--- src/rtl/am_pkg.sv ---
// addressing-mode constants, mode enumeration and decode functions
// assumes one cpu clock; shared by the sequencer and the testbench
package am_pkg;

  localparam logic [7:0] PFX_NONE     = 8'h00;
  localparam logic [7:0] PFX_SECOND   = 8'h90;
  localparam logic [7:0] PFX_IND_SEC  = 8'h91;
  localparam logic [7:0] PFX_INDIRECT = 8'h92;
  localparam logic [7:0] PAGE_ZERO    = 8'h00;
  localparam logic [15:0] SHORT_MAX   = 16'h01FE;
  localparam logic [2:0] OPCODE_LEN   = 3'h1;

  // seventeen modes
  typedef enum logic [4:0] {
    M_INH, M_IMM, M_DIR_S, M_DIR_L, M_IDX0, M_IDX_S, M_IDX_L,
    M_IND_S, M_IND_L, M_IIDX_S, M_IIDX_L, M_REL_D, M_REL_I,
    M_BIT_D, M_BIT_I, M_BREL_D, M_BREL_I
  } mode_t;

  typedef enum logic [2:0] {
    S_IDLE, S_OPND_REQ, S_OPND_CAP, S_PTR_REQ, S_PTR_CAP, S_CALC
  } seq_state_t;

  function automatic logic is_prefix(input logic [7:0] p);
    is_prefix = (p == PFX_SECOND) || (p == PFX_IND_SEC) ||
                (p == PFX_INDIRECT);
  endfunction

  // mode after prefix conversion
  function automatic mode_t apply_prefix(input mode_t m,
                                         input logic [7:0] p);
    apply_prefix = m;
    if (p == PFX_INDIRECT || p == PFX_IND_SEC)
    begin
      case (m)
        M_IDX_S:  apply_prefix = M_IIDX_S;
        M_IDX_L:  apply_prefix = M_IIDX_L;
        default:  apply_prefix = m;
      endcase
    end
    if (p == PFX_INDIRECT)
    begin
      case (m)
        M_DIR_S:  apply_prefix = M_IND_S;
        M_DIR_L:  apply_prefix = M_IND_L;
        M_REL_D:  apply_prefix = M_REL_I;
        M_BIT_D:  apply_prefix = M_BIT_I;
        M_BREL_D: apply_prefix = M_BREL_I;
        default:  ;
      endcase
    end
  endfunction

  // bytes following the opcode
  function automatic logic [1:0] opnd_count(input mode_t m);
    case (m)
      M_INH, M_IDX0:               opnd_count = 2'h0;
      M_DIR_L, M_IDX_L,
      M_BREL_D, M_BREL_I:          opnd_count = 2'h2;
      default:                     opnd_count = 2'h1;
    endcase
  endfunction

  // pointer bytes fetched from page zero
  function automatic logic [1:0] ptr_count(input mode_t m);
    case (m)
      M_IND_L, M_IIDX_L:           ptr_count = 2'h2;
      M_IND_S, M_IIDX_S, M_REL_I,
      M_BIT_I, M_BREL_I:           ptr_count = 2'h1;
      default:                     ptr_count = 2'h0;
    endcase
  endfunction

  function automatic logic is_long(input mode_t m);
    is_long = (m == M_DIR_L) || (m == M_IDX_L) ||
              (m == M_IND_L) || (m == M_IIDX_L);
  endfunction

endpackage

--- src/rtl/cpu_addressing_mode_unit.sv ---
// operand fetch and effective-address sequencer for the cpu core
// assumes memory data is valid while mem_rd stands, and that
// pc points at the byte after the opcode when start is pulsed
`timescale 1ns/100ps
module cpu_addressing_mode_unit
(
  input  wire logic          clk_sys,
  input  wire logic          rst_n,
  input  wire logic          start,
  input  wire am_pkg::mode_t base_mode,
  input  wire logic [7:0]    prefix,
  input  wire logic          mem_only,
  input  wire logic [15:0]   pc,
  input  wire logic [7:0]    index_first,
  input  wire logic [7:0]    index_second,
  input  wire logic [7:0]    mem_rdata,
  output logic               mem_rd,
  output logic      [15:0]   mem_addr,
  output logic               busy,
  output logic               done,
  output am_pkg::mode_t      eff_mode,
  output logic      [15:0]   ea,
  output logic      [15:0]   branch_target,
  output logic      [15:0]   next_pc,
  output logic      [7:0]    imm_data,
  output logic      [2:0]    instr_len,
  output logic               illegal,
  output logic               use_second
);

  typedef struct packed {
    am_pkg::seq_state_t state;
    am_pkg::mode_t      mode;
    logic               use_y;
    logic [7:0]         idx;
    logic [15:0]        pc;
    logic [1:0]         nop;
    logic [1:0]         npt;
    logic [1:0]         cnt;
    logic [7:0]         b0;
    logic [7:0]         b1;
    logic [15:0]        ptr;
    logic               rd;
    logic [15:0]        addr;
    logic               busy;
    logic               done;
    logic [15:0]        ea;
    logic [15:0]        target;
    logic [15:0]        npc;
    logic [2:0]         len;
    logic               illegal;
  } am_state_t;

  am_state_t          s;
  am_state_t          next_s;
  am_pkg::mode_t      pm;
  logic [15:0]        add_base;
  logic               add_short;
  logic [15:0]        add_sum;
  logic [7:0]         rel_ofs;
  logic [15:0]        end_pc;

  ea_adder u_adder
  (
    .base      (add_base),
    .index     (s.idx),
    .short_sum (add_short),
    .sum       (add_sum)
  );

  // adder operand and relative offset selection per mode
  always_comb
  begin
    add_base  = 16'h0000;
    add_short = 1'b1;
    rel_ofs   = 8'h00;
    case (s.mode)
      am_pkg::M_IDX_S:  add_base = {8'h00, s.b0};
      am_pkg::M_IDX_L:
      begin
        add_base  = {s.b0, s.b1};
        add_short = 1'b0;
      end
      am_pkg::M_IIDX_S: add_base = {8'h00, s.ptr[7:0]};
      am_pkg::M_IIDX_L:
      begin
        add_base  = s.ptr;
        add_short = 1'b0;
      end
      am_pkg::M_REL_D:  rel_ofs = s.b0;
      am_pkg::M_REL_I:  rel_ofs = s.ptr[7:0];
      am_pkg::M_BREL_D, am_pkg::M_BREL_I: rel_ofs = s.b1;
      default:          ;
    endcase
  end

  assign pm     = am_pkg::apply_prefix(base_mode, prefix);
  assign end_pc = s.pc + {14'h0000, s.nop};

  // sequencer: operand bytes, then pointer bytes, then address
  always_comb
  begin
    next_s      = s;
    next_s.rd   = 1'b0;
    next_s.done = 1'b0;
    case (s.state)
      am_pkg::S_IDLE:
      if (start)
      begin
        next_s.mode  = pm;
        // 90 swaps index only for plain modes; 91 always
        next_s.use_y = (prefix == am_pkg::PFX_IND_SEC) ||
                       (prefix == am_pkg::PFX_SECOND &&
                        (pm == am_pkg::M_INH || pm == am_pkg::M_IMM ||
                         pm == am_pkg::M_DIR_S || pm == am_pkg::M_DIR_L ||
                         pm == am_pkg::M_IDX0 || pm == am_pkg::M_IDX_S ||
                         pm == am_pkg::M_IDX_L));
        // index follows the selection, so 90 leaves indirect modes on x
        next_s.idx   = next_s.use_y ? index_second : index_first;
        next_s.pc    = pc;
        next_s.nop   = am_pkg::opnd_count(pm);
        next_s.npt   = am_pkg::ptr_count(pm);
        next_s.cnt   = 2'h0;
        next_s.b0    = 8'h00;
        next_s.b1    = 8'h00;
        next_s.ptr   = 16'h0000;
        next_s.len   = am_pkg::OPCODE_LEN +
                       {2'h0, am_pkg::is_prefix(prefix)} +
                       {1'b0, am_pkg::opnd_count(pm)};
        next_s.illegal = mem_only && am_pkg::is_long(pm);
        next_s.busy  = 1'b1;
        next_s.state = (am_pkg::opnd_count(pm) != 2'h0) ?
                       am_pkg::S_OPND_REQ : am_pkg::S_CALC;
      end
      am_pkg::S_OPND_REQ:
      begin
        next_s.rd    = 1'b1;
        next_s.addr  = s.pc + {14'h0000, s.cnt};
        next_s.state = am_pkg::S_OPND_CAP;
      end
      am_pkg::S_OPND_CAP:
      begin
        // first byte is the high byte of a word operand
        if (s.cnt == 2'h0)
          next_s.b0 = mem_rdata;
        else
          next_s.b1 = mem_rdata;
        next_s.cnt = s.cnt + 2'h1;
        if (s.cnt + 2'h1 < s.nop)
          next_s.state = am_pkg::S_OPND_REQ;
        else if (s.npt != 2'h0)
        begin
          next_s.cnt   = 2'h0;
          next_s.state = am_pkg::S_PTR_REQ;
        end
        else
          next_s.state = am_pkg::S_CALC;
      end
      am_pkg::S_PTR_REQ:
      begin
        // pointer byte address wraps inside page zero on purpose
        next_s.rd    = 1'b1;
        next_s.addr  = {am_pkg::PAGE_ZERO,
                        s.b0 + {6'h00, s.cnt}};
        next_s.state = am_pkg::S_PTR_CAP;
      end
      am_pkg::S_PTR_CAP:
      begin
        next_s.ptr = {s.ptr[7:0], mem_rdata};
        next_s.cnt = s.cnt + 2'h1;
        next_s.state = (s.cnt + 2'h1 < s.npt) ?
                       am_pkg::S_PTR_REQ : am_pkg::S_CALC;
      end
      am_pkg::S_CALC:
      begin
        next_s.npc    = end_pc;
        next_s.target = end_pc + {{8{rel_ofs[7]}}, rel_ofs};
        case (s.mode)
          am_pkg::M_DIR_S, am_pkg::M_BIT_D, am_pkg::M_BREL_D:
            next_s.ea = {am_pkg::PAGE_ZERO, s.b0};
          am_pkg::M_DIR_L:
            next_s.ea = {s.b0, s.b1};
          am_pkg::M_IDX0:
            next_s.ea = {am_pkg::PAGE_ZERO, s.idx};
          am_pkg::M_IDX_S, am_pkg::M_IDX_L,
          am_pkg::M_IIDX_S, am_pkg::M_IIDX_L:
            next_s.ea = add_sum;
          am_pkg::M_IND_S, am_pkg::M_BIT_I, am_pkg::M_BREL_I:
            next_s.ea = {am_pkg::PAGE_ZERO, s.ptr[7:0]};
          am_pkg::M_IND_L:
            next_s.ea = s.ptr;
          default:
            next_s.ea = 16'h0000;
        endcase
        next_s.done  = 1'b1;
        next_s.busy  = 1'b0;
        next_s.state = am_pkg::S_IDLE;
      end
      default:
        next_s.state = am_pkg::S_IDLE;
    endcase
  end

  // single state register
  always_ff @(posedge clk_sys or negedge rst_n)
  begin
    if (!rst_n)
      s <= '0;
    else
      s <= next_s;
  end

  assign mem_rd        = s.rd;
  assign mem_addr      = s.addr;
  assign busy          = s.busy;
  assign done          = s.done;
  assign eff_mode      = s.mode;
  assign ea            = s.ea;
  assign branch_target = s.target;
  assign next_pc       = s.npc;
  assign imm_data      = s.b0;
  assign instr_len     = s.len;
  assign illegal       = s.illegal;
  assign use_second    = s.use_y;

  chk_len_inherent: assert property (@(posedge clk_sys) disable iff (!rst_n)
    done && eff_mode == am_pkg::M_INH |-> next_pc == s.pc)
    else $error("inherent mode consumed operand bytes");
  chk_len_formula: assert property (@(posedge clk_sys) disable iff (!rst_n)
    done |-> instr_len == am_pkg::OPCODE_LEN + {1'b0, s.nop} +
             {2'h0, s.len > ({1'b0, s.nop} + 3'h1)})
    else $error("instruction length mismatch");
  chk_imm_one_read: assert property (@(posedge clk_sys) disable iff (!rst_n)
    start && !busy && pm == am_pkg::M_IMM |=> ##1 mem_rd ##1 !mem_rd
    ##1 done)
    else $error("immediate fetch timing wrong");
  chk_short_page: assert property (@(posedge clk_sys) disable iff (!rst_n)
    done && (eff_mode == am_pkg::M_DIR_S || eff_mode == am_pkg::M_IND_S ||
             eff_mode == am_pkg::M_BIT_D || eff_mode == am_pkg::M_BIT_I)
    |-> ea[15:8] == 8'h00)
    else $error("short mode left page zero");
  chk_short_index: assert property (@(posedge clk_sys) disable iff (!rst_n)
    done && (eff_mode == am_pkg::M_IDX_S || eff_mode == am_pkg::M_IIDX_S)
    |-> ea <= am_pkg::SHORT_MAX)
    else $error("short indexed sum wrapped or overflowed");
  chk_no_offset: assert property (@(posedge clk_sys) disable iff (!rst_n)
    done && eff_mode == am_pkg::M_IDX0 |-> ea == {8'h00, s.idx})
    else $error("no-offset indexed address wrong");
  chk_ptr_page: assert property (@(posedge clk_sys) disable iff (!rst_n)
    $past(s.state) == am_pkg::S_PTR_REQ && mem_rd |-> mem_addr[15:8] ==
    8'h00)
    else $error("pointer read outside page zero");
  chk_rel_target: assert property (@(posedge clk_sys) disable iff (!rst_n)
    done && eff_mode == am_pkg::M_REL_D |->
    branch_target == next_pc + {{8{s.b0[7]}}, s.b0})
    else $error("relative target wrong");
  chk_second_idx: assert property (@(posedge clk_sys) disable iff (!rst_n)
    start && !busy && prefix == am_pkg::PFX_SECOND &&
    base_mode == am_pkg::M_IDX0 |=> ##1 done && ea ==
    {8'h00, $past(index_second, 2)})
    else $error("second index prefix ignored");
  chk_ind_convert: assert property (@(posedge clk_sys) disable iff (!rst_n)
    start && !busy && prefix == am_pkg::PFX_INDIRECT &&
    base_mode == am_pkg::M_DIR_S |=> eff_mode == am_pkg::M_IND_S)
    else $error("indirect prefix did not convert mode");
  chk_mem_short: assert property (@(posedge clk_sys) disable iff (!rst_n)
    start && !busy && mem_only && pm == am_pkg::M_DIR_L |=> illegal)
    else $error("long mode allowed for memory operation");

endmodule

--- src/rtl/ea_adder.sv ---
// unsigned index adder for effective addresses
// assumes base and index are stable while the sequencer calculates
`timescale 1ns/100ps
module ea_adder
(
  input  wire logic [15:0] base,
  input  wire logic [7:0]  index,
  input  wire logic        short_sum,
  output logic      [15:0] sum
);

  logic [8:0] short_part;

  // short form keeps the ninth bit, so no wrap past FF
  assign short_part = {1'b0, base[7:0]} + {1'b0, index};
  assign sum = short_sum ? {7'h00, short_part}
                         : base + {8'h00, index};

endmodule
--- config.mk ---
export PLATFORM = sky130hd
export DESIGN_NAME = cpu_addressing_mode_unit
export DESIGN_NICKNAME = d
export VERILOG_FILES = /design/src/rtl/am_pkg.sv /design/src/rtl/cpu_addressing_mode_unit.sv /design/src/rtl/ea_adder.sv
export SDC_FILE = /design/constraint.sdc
export NUM_CORES = 1
export LEC_CHECK = 0
export BUFFER_PORTS_ARGS = -buffer_cell sky130_fd_sc_hd__clkbuf_2
export CORE_MARGIN = 2
export CORE_UTILIZATION = 51
export DETAILED_ROUTE_END_ITERATION = 6
export GPL_ROUTABILITY_DRIVEN = 0
export PLACE_DENSITY = 0.69
export SYNTH_ARGS = -nofsm -noshare
export SYNTH_HDL_FRONTEND = slang
export SYNTH_SLANG_ARGS = --single-unit
--- constraint.sdc ---
create_clock -name clk_sys -period 8.7 [get_ports clk_sys]
set_clock_uncertainty 0.1 [all_clocks]
set_input_delay 1.305 -clock clk_sys [delete_from_list [all_inputs] [get_ports clk_sys]]
set_output_delay 1.305 -clock clk_sys [all_outputs]
set_load 0.05 [all_outputs]
==> impl_metrics.ini, run 1 <==
[run_status]
status = finished with violations
violations = DRC

[drt]
drt-total-wl_mm = 23.7
antenna_left = 0
viasPerCell = 5.72
drc = 10
avgRoutedWirePerCell_um = 17.5
dr.pass1.iters = 7
vias = 7748
drtIter0Drc = 682

[sta]
fin_ws_ns = 4.10
finalSetupTns_ns = 0
hold_slack_ns = 0.370
max_freq_ghz = 0.217
finalCriticalPeriod_ns = 4.60
worst_pin_slew_ns = 1.19
drv_slew = 0
rsz0062_at_grt = false
max-slew-margin-rel_pct = 19.7
min_period_over_period_pct = 52.9
setup_viol = 0
hold_violations = 0

[critical_path]
crit_start = eff_mode[2]
crit_path_end_kind = flop
crit_chain = nand2b_1 -> nor4b_1 -> a222oi_1 -> inv_1 -> ha_1 -> a21o_1 -> a21o_1 -> a21oi_1 -> a21oi_1 -> a31oi_1 -> o31ai_1 -> a222oi_1 -> o21ai_0
crit_cells = 13
rr_worst_depth = 13
cp-start-kind = flop
cp_num_buf_inv = 1
cp_slowest_cell = nor4b_1
critPathCapture = ea[13]
critPathArrivalTime_ns = 4.77
cpPeakStageDelay_ns = 0.98
cp_max_fo = 16
critPathTopFamily = compound AO/OA/AOI/OAI gates
r2r-end = ea[13]
required_ns = 8.87
r2r_setup_slack_ns = 4.10
crit_type = flop to flop
r2r-start = eff_mode[2]

[logic_synthesis]
syn_inst = 1079
synth.avg_cell_area_um2 = 8.52
yosys.cell_types.count = 66
synth-edff-count = 0
synthTopCellsByArea = dfrtp_1 (39%), nand2_1 (9.2%), buf_4 (6.5%), o21ai_0 (5.1%), ha_1 (4.6%)
yosysTopAreaCellShare_pct = 38.7
synth_area_um2 = 9190
async_reset_ff_share_pct = 100
ys_seq_area_share_pct = 38.7
ys.flop_type = dfrtp_1
yosysWarnings = 0
yosys.area.top_type = dfrtp_1
syn-num-nets = 1175
synth_seq_cells = 142

[clock_network]
cts_inserted_buffers = 17
clock-sinks = 142
cts_setup_buffers = 0
path_clk_slew_ns = 0.06
ctsHoldBuffers = 0
cts.repair.resized = 0
clk_path_buf_depth = 2
insertion_delay_ns = 0.42
root_buffer = clkbuf_16
tritoncts = done
h-tree-depth = 4

[die]
die_w_um = 138
initial_core_util_pct = 51.5
ios = 142
coreArea_um2 = 17800
die_y_um = 138
dieArea_um2 = 19100
rows = 49

[global_routing]
grtUsageTotal_pct = 25.1
antenna_found_initial = 0
grt_pass1_vias = 7318
grt_pass1_wl_mm = 38.6
grt_overflow = 0
grt_start_max_net_pins = 79

[min_path]
hold_class = flop to flop

[power_and_ir_drop]
p_leak_nw = 4.80
ir_worst_vdd_uv = 223
powerDensity_nw_per_um2 = 389

[placement]
dp.cells = 1324
io_buffer_count = 141
place_ws_ns = 4.21
hpwl_mm = 16.7
dpl_cell_area_um2 = 9460

[layout]
area_growth_pct = 9.49
antenna_cells = 0
instances_no_fill = 1355
fin_nets = 1210
fill_cells = 1621
final_cell_area_um2 = 10100
layout-drive-gt1-share_pct = 17.5

[job]
drv_cap = 0
## cells by family (layout without fill, tap and decap cells)
kind of cell	count (synthesis)	in the layout	synth area share [%]
simple gates	393	393	18.8
mux	13	13	1.46
flops	142	142	38.7
xor+xnor	60	60	5.72
buf+inv	172	219	10.5
compound gates	260	260	19.1
fa+ha+maj	39	39	5.72
## placed cells by master, fill, tap and decap left out, types with 10 or more instances in the layout
cell type and count:
xnor2_1 32, buf_4 10, a222oi_1 20, a21oi_1 35
nand4_1 10, nand2b_1 14, a22o_1 18, inv_1 36
xor2_1 28, ha_1 34, dfrtp_1 142, clkbuf_16 17
a21o_1 10, mux2i_1 10, nor2_1 69, nand2_1 224
a22oi_1 12, clkbuf_2 140, nand3_1 15, nor3_1 14
o21ai_0 94, a221oi_1 11
## tightest hold or removal path: stages, from the launching register on
cell	delay, ns
dfrtp_1	0.34
nand2_1	0.05
nand2_1	0.05
## per-layer routing
layer  part of all wire [%]  vias up  global-route usage, %
li1                       -     3765                      -
met3                    6.6       34                   5.02
met1                     43     3630                   34.4
met4                    1.9        0                   7.41
met2                     48      319                   40.6
met5                      0        -                      0
## area by class of cell
cell class | count | area [um2] | share of cell area [%]
multi-input combinational | 765 | 4700 | 46.7
sequential | 142 | 3550 | 35.3
timing repair buffer | 151 | 787 | 7.82
clock buffer | 21 | 460 | 4.58
tap | 229 | 287 | 2.85
inverter | 37 | 139 | 1.38
clock inverter | 10 | 138 | 1.37
## power breakdown
part           switching (mW)  internal, mW  total (mW)
Combinational            1.29         0.555        1.84
Clock                   0.287         0.464       0.751
Sequential              0.383         0.931        1.31
Total                    1.96          1.95        3.91
## Yosys cell counts, types with 7 or more instances
cell      number
a21o_1        10
a21oi_1       35
a221oi_1      11
a222oi_1      20
a22o_1        18
a22oi_1       12
a31oi_1        9
buf_4         80
clkbuf_1      47
dfrtp_1      142
ha_1          34
inv_1         36
mux2i_1       10
nand2_1      225
nand2b_1      14
nand3_1       15
nand4_1       10
nor2_1        69
nor2b_1        7
nor3_1        14
o21ai_0       94
o21ai_1        9
o31ai_1        7
xnor2_1       32
xor2_1        28
## metrics by stage
step / util (%) / power [mW]
finish: 56.4 / 3.91
global route: 56.4 / 4.17
CTS: 56.4 / 3.93
detailed placement: 53.0 / 3.16
global placement: 53.0 / 3.13
floorplan: - / 2.83
## flip-flops by register name, indices dropped and copies added, names as in the netlist, 3 cells and up
signal	flops
branch_target	16
s	57
ea	16
eff_mode	5
mem_addr	16
imm_data	8
instr_len	3
next_pc	16
## worst min path at each step
| stage | from | endpoint | slack [ns] | cells after the start |
|---|---|---|---|---|
| after floorplan | branch_target[0] | branch_target[0] | 0.35 | 2 |
| after global placement | next_pc[13] | next_pc[13] | 0.36 | 2 |
| after detailed placement | next_pc[13] | next_pc[13] | 0.36 | 2 |
| after CTS | next_pc[13] | next_pc[13] | 0.38 | 2 |
| after global routing | next_pc[14] | next_pc[14] | 0.39 | 2 |
| final | next_pc[13] | next_pc[13] | 0.37 | 2 |
Power figures use the tool's default switching activity.
==> run 2: changes to the inputs <==
--- a/config.mk
+++ b/config.mk
@@ -5,6 +5,7 @@
 export SDC_FILE = /design/constraint.sdc
 export NUM_CORES = 1
 export LEC_CHECK = 0
+export ABC_AREA = 1
 export BUFFER_PORTS_ARGS = -buffer_cell sky130_fd_sc_hd__clkbuf_2
 export CORE_MARGIN = 2
 export CORE_UTILIZATION = 51
==> constraint.sdc (replaced) <==
create_clock -name clk_sys -period 4.5 [get_ports clk_sys]
set_clock_uncertainty 0.1 [all_clocks]
set_input_delay 0.675 -clock clk_sys [delete_from_list [all_inputs] [get_ports clk_sys]]
set_output_delay 0.675 -clock clk_sys [all_outputs]
set_load 0.05 [all_outputs]
==> run 2 against run 1 <==
  * The flow now finishes without violations
  * Area after synthesis rose by 3.2%
  * Core utilization increased by 1.2 points
  * Setup slack got worse by 3.4 ns
  * Largest cell class unchanged
  * Largest power group unchanged
==> impl_metrics.ini, run 2 <==
[power_and_ir_drop]
power.total_mw = 7.68
ir_worst_vdd_uv = 303
p_leak_nw = 5.42
powerDensity_nw_per_um2 = 738

[critical_path]
crit_type = flop to flop
crit_start = s[109]
cp_max_fo = 4
required_ns = 4.73
cp-start-kind = flop
critPathArrivalTime_ns = 4.00
r2r-start = s[109]
crit_path_end_kind = flop

[sta]
max_freq_ghz = 0.265
min_period_over_period_pct = 83.7
rsz0062_at_grt = false
max-slew-margin-rel_pct = 27.2
fin_ws_ns = 0.732
drv_slew = 0
finalCriticalPeriod_ns = 3.77
worst_pin_slew_ns = 1.08
finalSetupTns_ns = 0
hold_violations = 0
setup_viol = 0

[logic_synthesis]
yosysTopAreaCellShare_pct = 37.5
synth-edff-count = 0
async_reset_ff_share_pct = 100
synth_area_um2 = 9490
synth_seq_cells = 142
synth.avg_cell_area_um2 = 7.46
ys.flop_type = dfrtp_1
synthTopCellsByArea = dfrtp_1 (37%), nand2_1 (14%), buf_4 (6.4%), inv_1 (6.1%), ha_1 (4.5%)
ys_seq_area_share_pct = 37.5
yosys.cell_types.count = 50
netlist_top_cells_count = nand2_1 (353), inv_1 (154), dfrtp_1 (142)
synth_most_common_cell = nand2_1
syn_inst = 1271
yosys.area.top_type = dfrtp_1
syn-num-nets = 1367
yosysWarnings = 0

[drt]
drt-total-wl_mm = 25.3
drtIter0Drc = 788
avgRoutedWirePerCell_um = 16.1
antenna_left = 0
vias = 8595
dr.pass1.iters = 5
viasPerCell = 5.48
drc = 0

[layout]
antenna_cells = 0
utilization_pct = 57.6
fin_nets = 1424
layout-drive-gt1-share_pct = 17.6
final_cell_mix = nand2_1 (353), inv_1 (154), dfrtp_1 (142)
final_common_cell = nand2_1
area_growth_pct = 9.76
largest_reg_flops = 57
top_register = s

[clock_network]
ctsHoldBuffers = 0
cts_inserted_buffers = 17
cts.repair.resized = 0
h-tree-depth = 4
tritoncts = done
clk_path_buf_depth = 2
clock-sinks = 142
root_buffer = clkbuf_16
path_clk_slew_ns = 0.06
cts_setup_buffers = 0
insertion_delay_ns = 0.44

[die]
rows = 49
coreArea_um2 = 18100
die_w_um = 140
initial_core_util_pct = 52.4
dieArea_um2 = 19700
ios = 142
die_y_um = 140

[job]
drv_cap = 0

[global_routing]
grt_pass1_wl_mm = 40.6
grtUsageTotal_pct = 26.1
grt_overflow = 0
grt_pass1_vias = 8047
antenna_found_initial = 0
grt_start_max_net_pins = 90

[min_path]
hold_class = primary input to asynchronous set/reset pin

[placement]
hpwl_mm = 18.7
place_ws_ns = 0.846
io_buffer_count = 141

[run_status]
status = complete, no violations
==> run 2: changes by cell type in the layout (fill, tap and decap cells not counted), sizes merged, moves of 20 or more <==
cell and delta:
o22ai +29, a222oi -20, nand3 +66, nand2 +144, inv +128, xnor2 -22
==> run 2: final cells by class <==
| cell class | instances | area (um2) |
|---|---|---|
| Clock buffer | 20 | 467 |
| Clock inverter | 11 | 164 |
| Fill cell | 1727 | 7670 |
| Inverter | 167 | 629 |
| Multi-Input combinational cell | 853 | 4550 |
| Sequential cell | 142 | 3550 |
| Tap cell | 229 | 287 |
| Timing Repair Buffer | 147 | 757 |
==> run 2: cell families (layout without fill, tap and decap cells) <==
| kind of cell | Yosys count | in the layout | share of synthesized area, % |
|---|---|---|---|
| simple gates | 567 | 567 | 25.9 |
| buf+inv | 276 | 345 | 14.6 |
| compound gates | 220 | 220 | 14.0 |
| flops | 142 | 142 | 37.5 |
| fa+ha+maj | 39 | 39 | 5.54 |
| xor+xnor | 27 | 27 | 2.49 |
==> run 2: critical path, cell delays in order (launching register included) <==
cell and delay [ns]:
dfrtp_1 0.37, ha_1 0.17, inv_1 0.05, fa_1 0.40, nor3_1 0.34, nand3_1 0.28, nor2_1 0.22, nand3_1 0.11
xor2_1 0.22, inv_1 0.10, ha_1 0.36, nand2_1 0.11, nor2_1 0.07, nand2_1 0.07, o211a_1 0.15, nand2_1 0.07
nand3_1 0.07, nand2_1 0.06, or2_0 0.19, nand3_1 0.07, nand2_1 0.05
==> run 2: worst paths after layout <==
path                                      to  slack (ns)  cells after the start
setup / recovery           branch_target[15]        0.73                     20
hold / removal                        s[121]        0.21                      1
setup reg to reg           branch_target[15]        0.73                     20
hold reg to reg            branch_target[15]        0.38                      2
max in group asynchronous             s[115]        3.12                      2
min in group clk_sys                  s[118]        0.34                      3
==> run 2: where the power goes <==
part	switching, mW	total, mW	internal [mW]
Combinational	2.85	3.82	0.976
Clock	0.557	1.52	0.964
Sequential	0.519	2.34	1.82
Total	3.92	7.68	3.76
==> run 2: metal layers <==
metal  vias to the layer above  GRT usage, %  share of wire (%)
met5                         -             0                  0
met4                         0          10.2                2.7
met3                        59          5.57                8.0
met2                       381          42.7                 46
met1                      3981          34.1                 43
li1                       4174             -                  -
==> run 2: through the flow <==
stage	hold WS [ns]	instance area, um2	cells
after floorplan	0.279	9490	1271
after global placement	0.363	9780	1538
after global routing	0.294	10400	1569
final	0.208	10400	1569
after CTS	0.243	10400	1569
after detailed placement	0.364	9780	1538
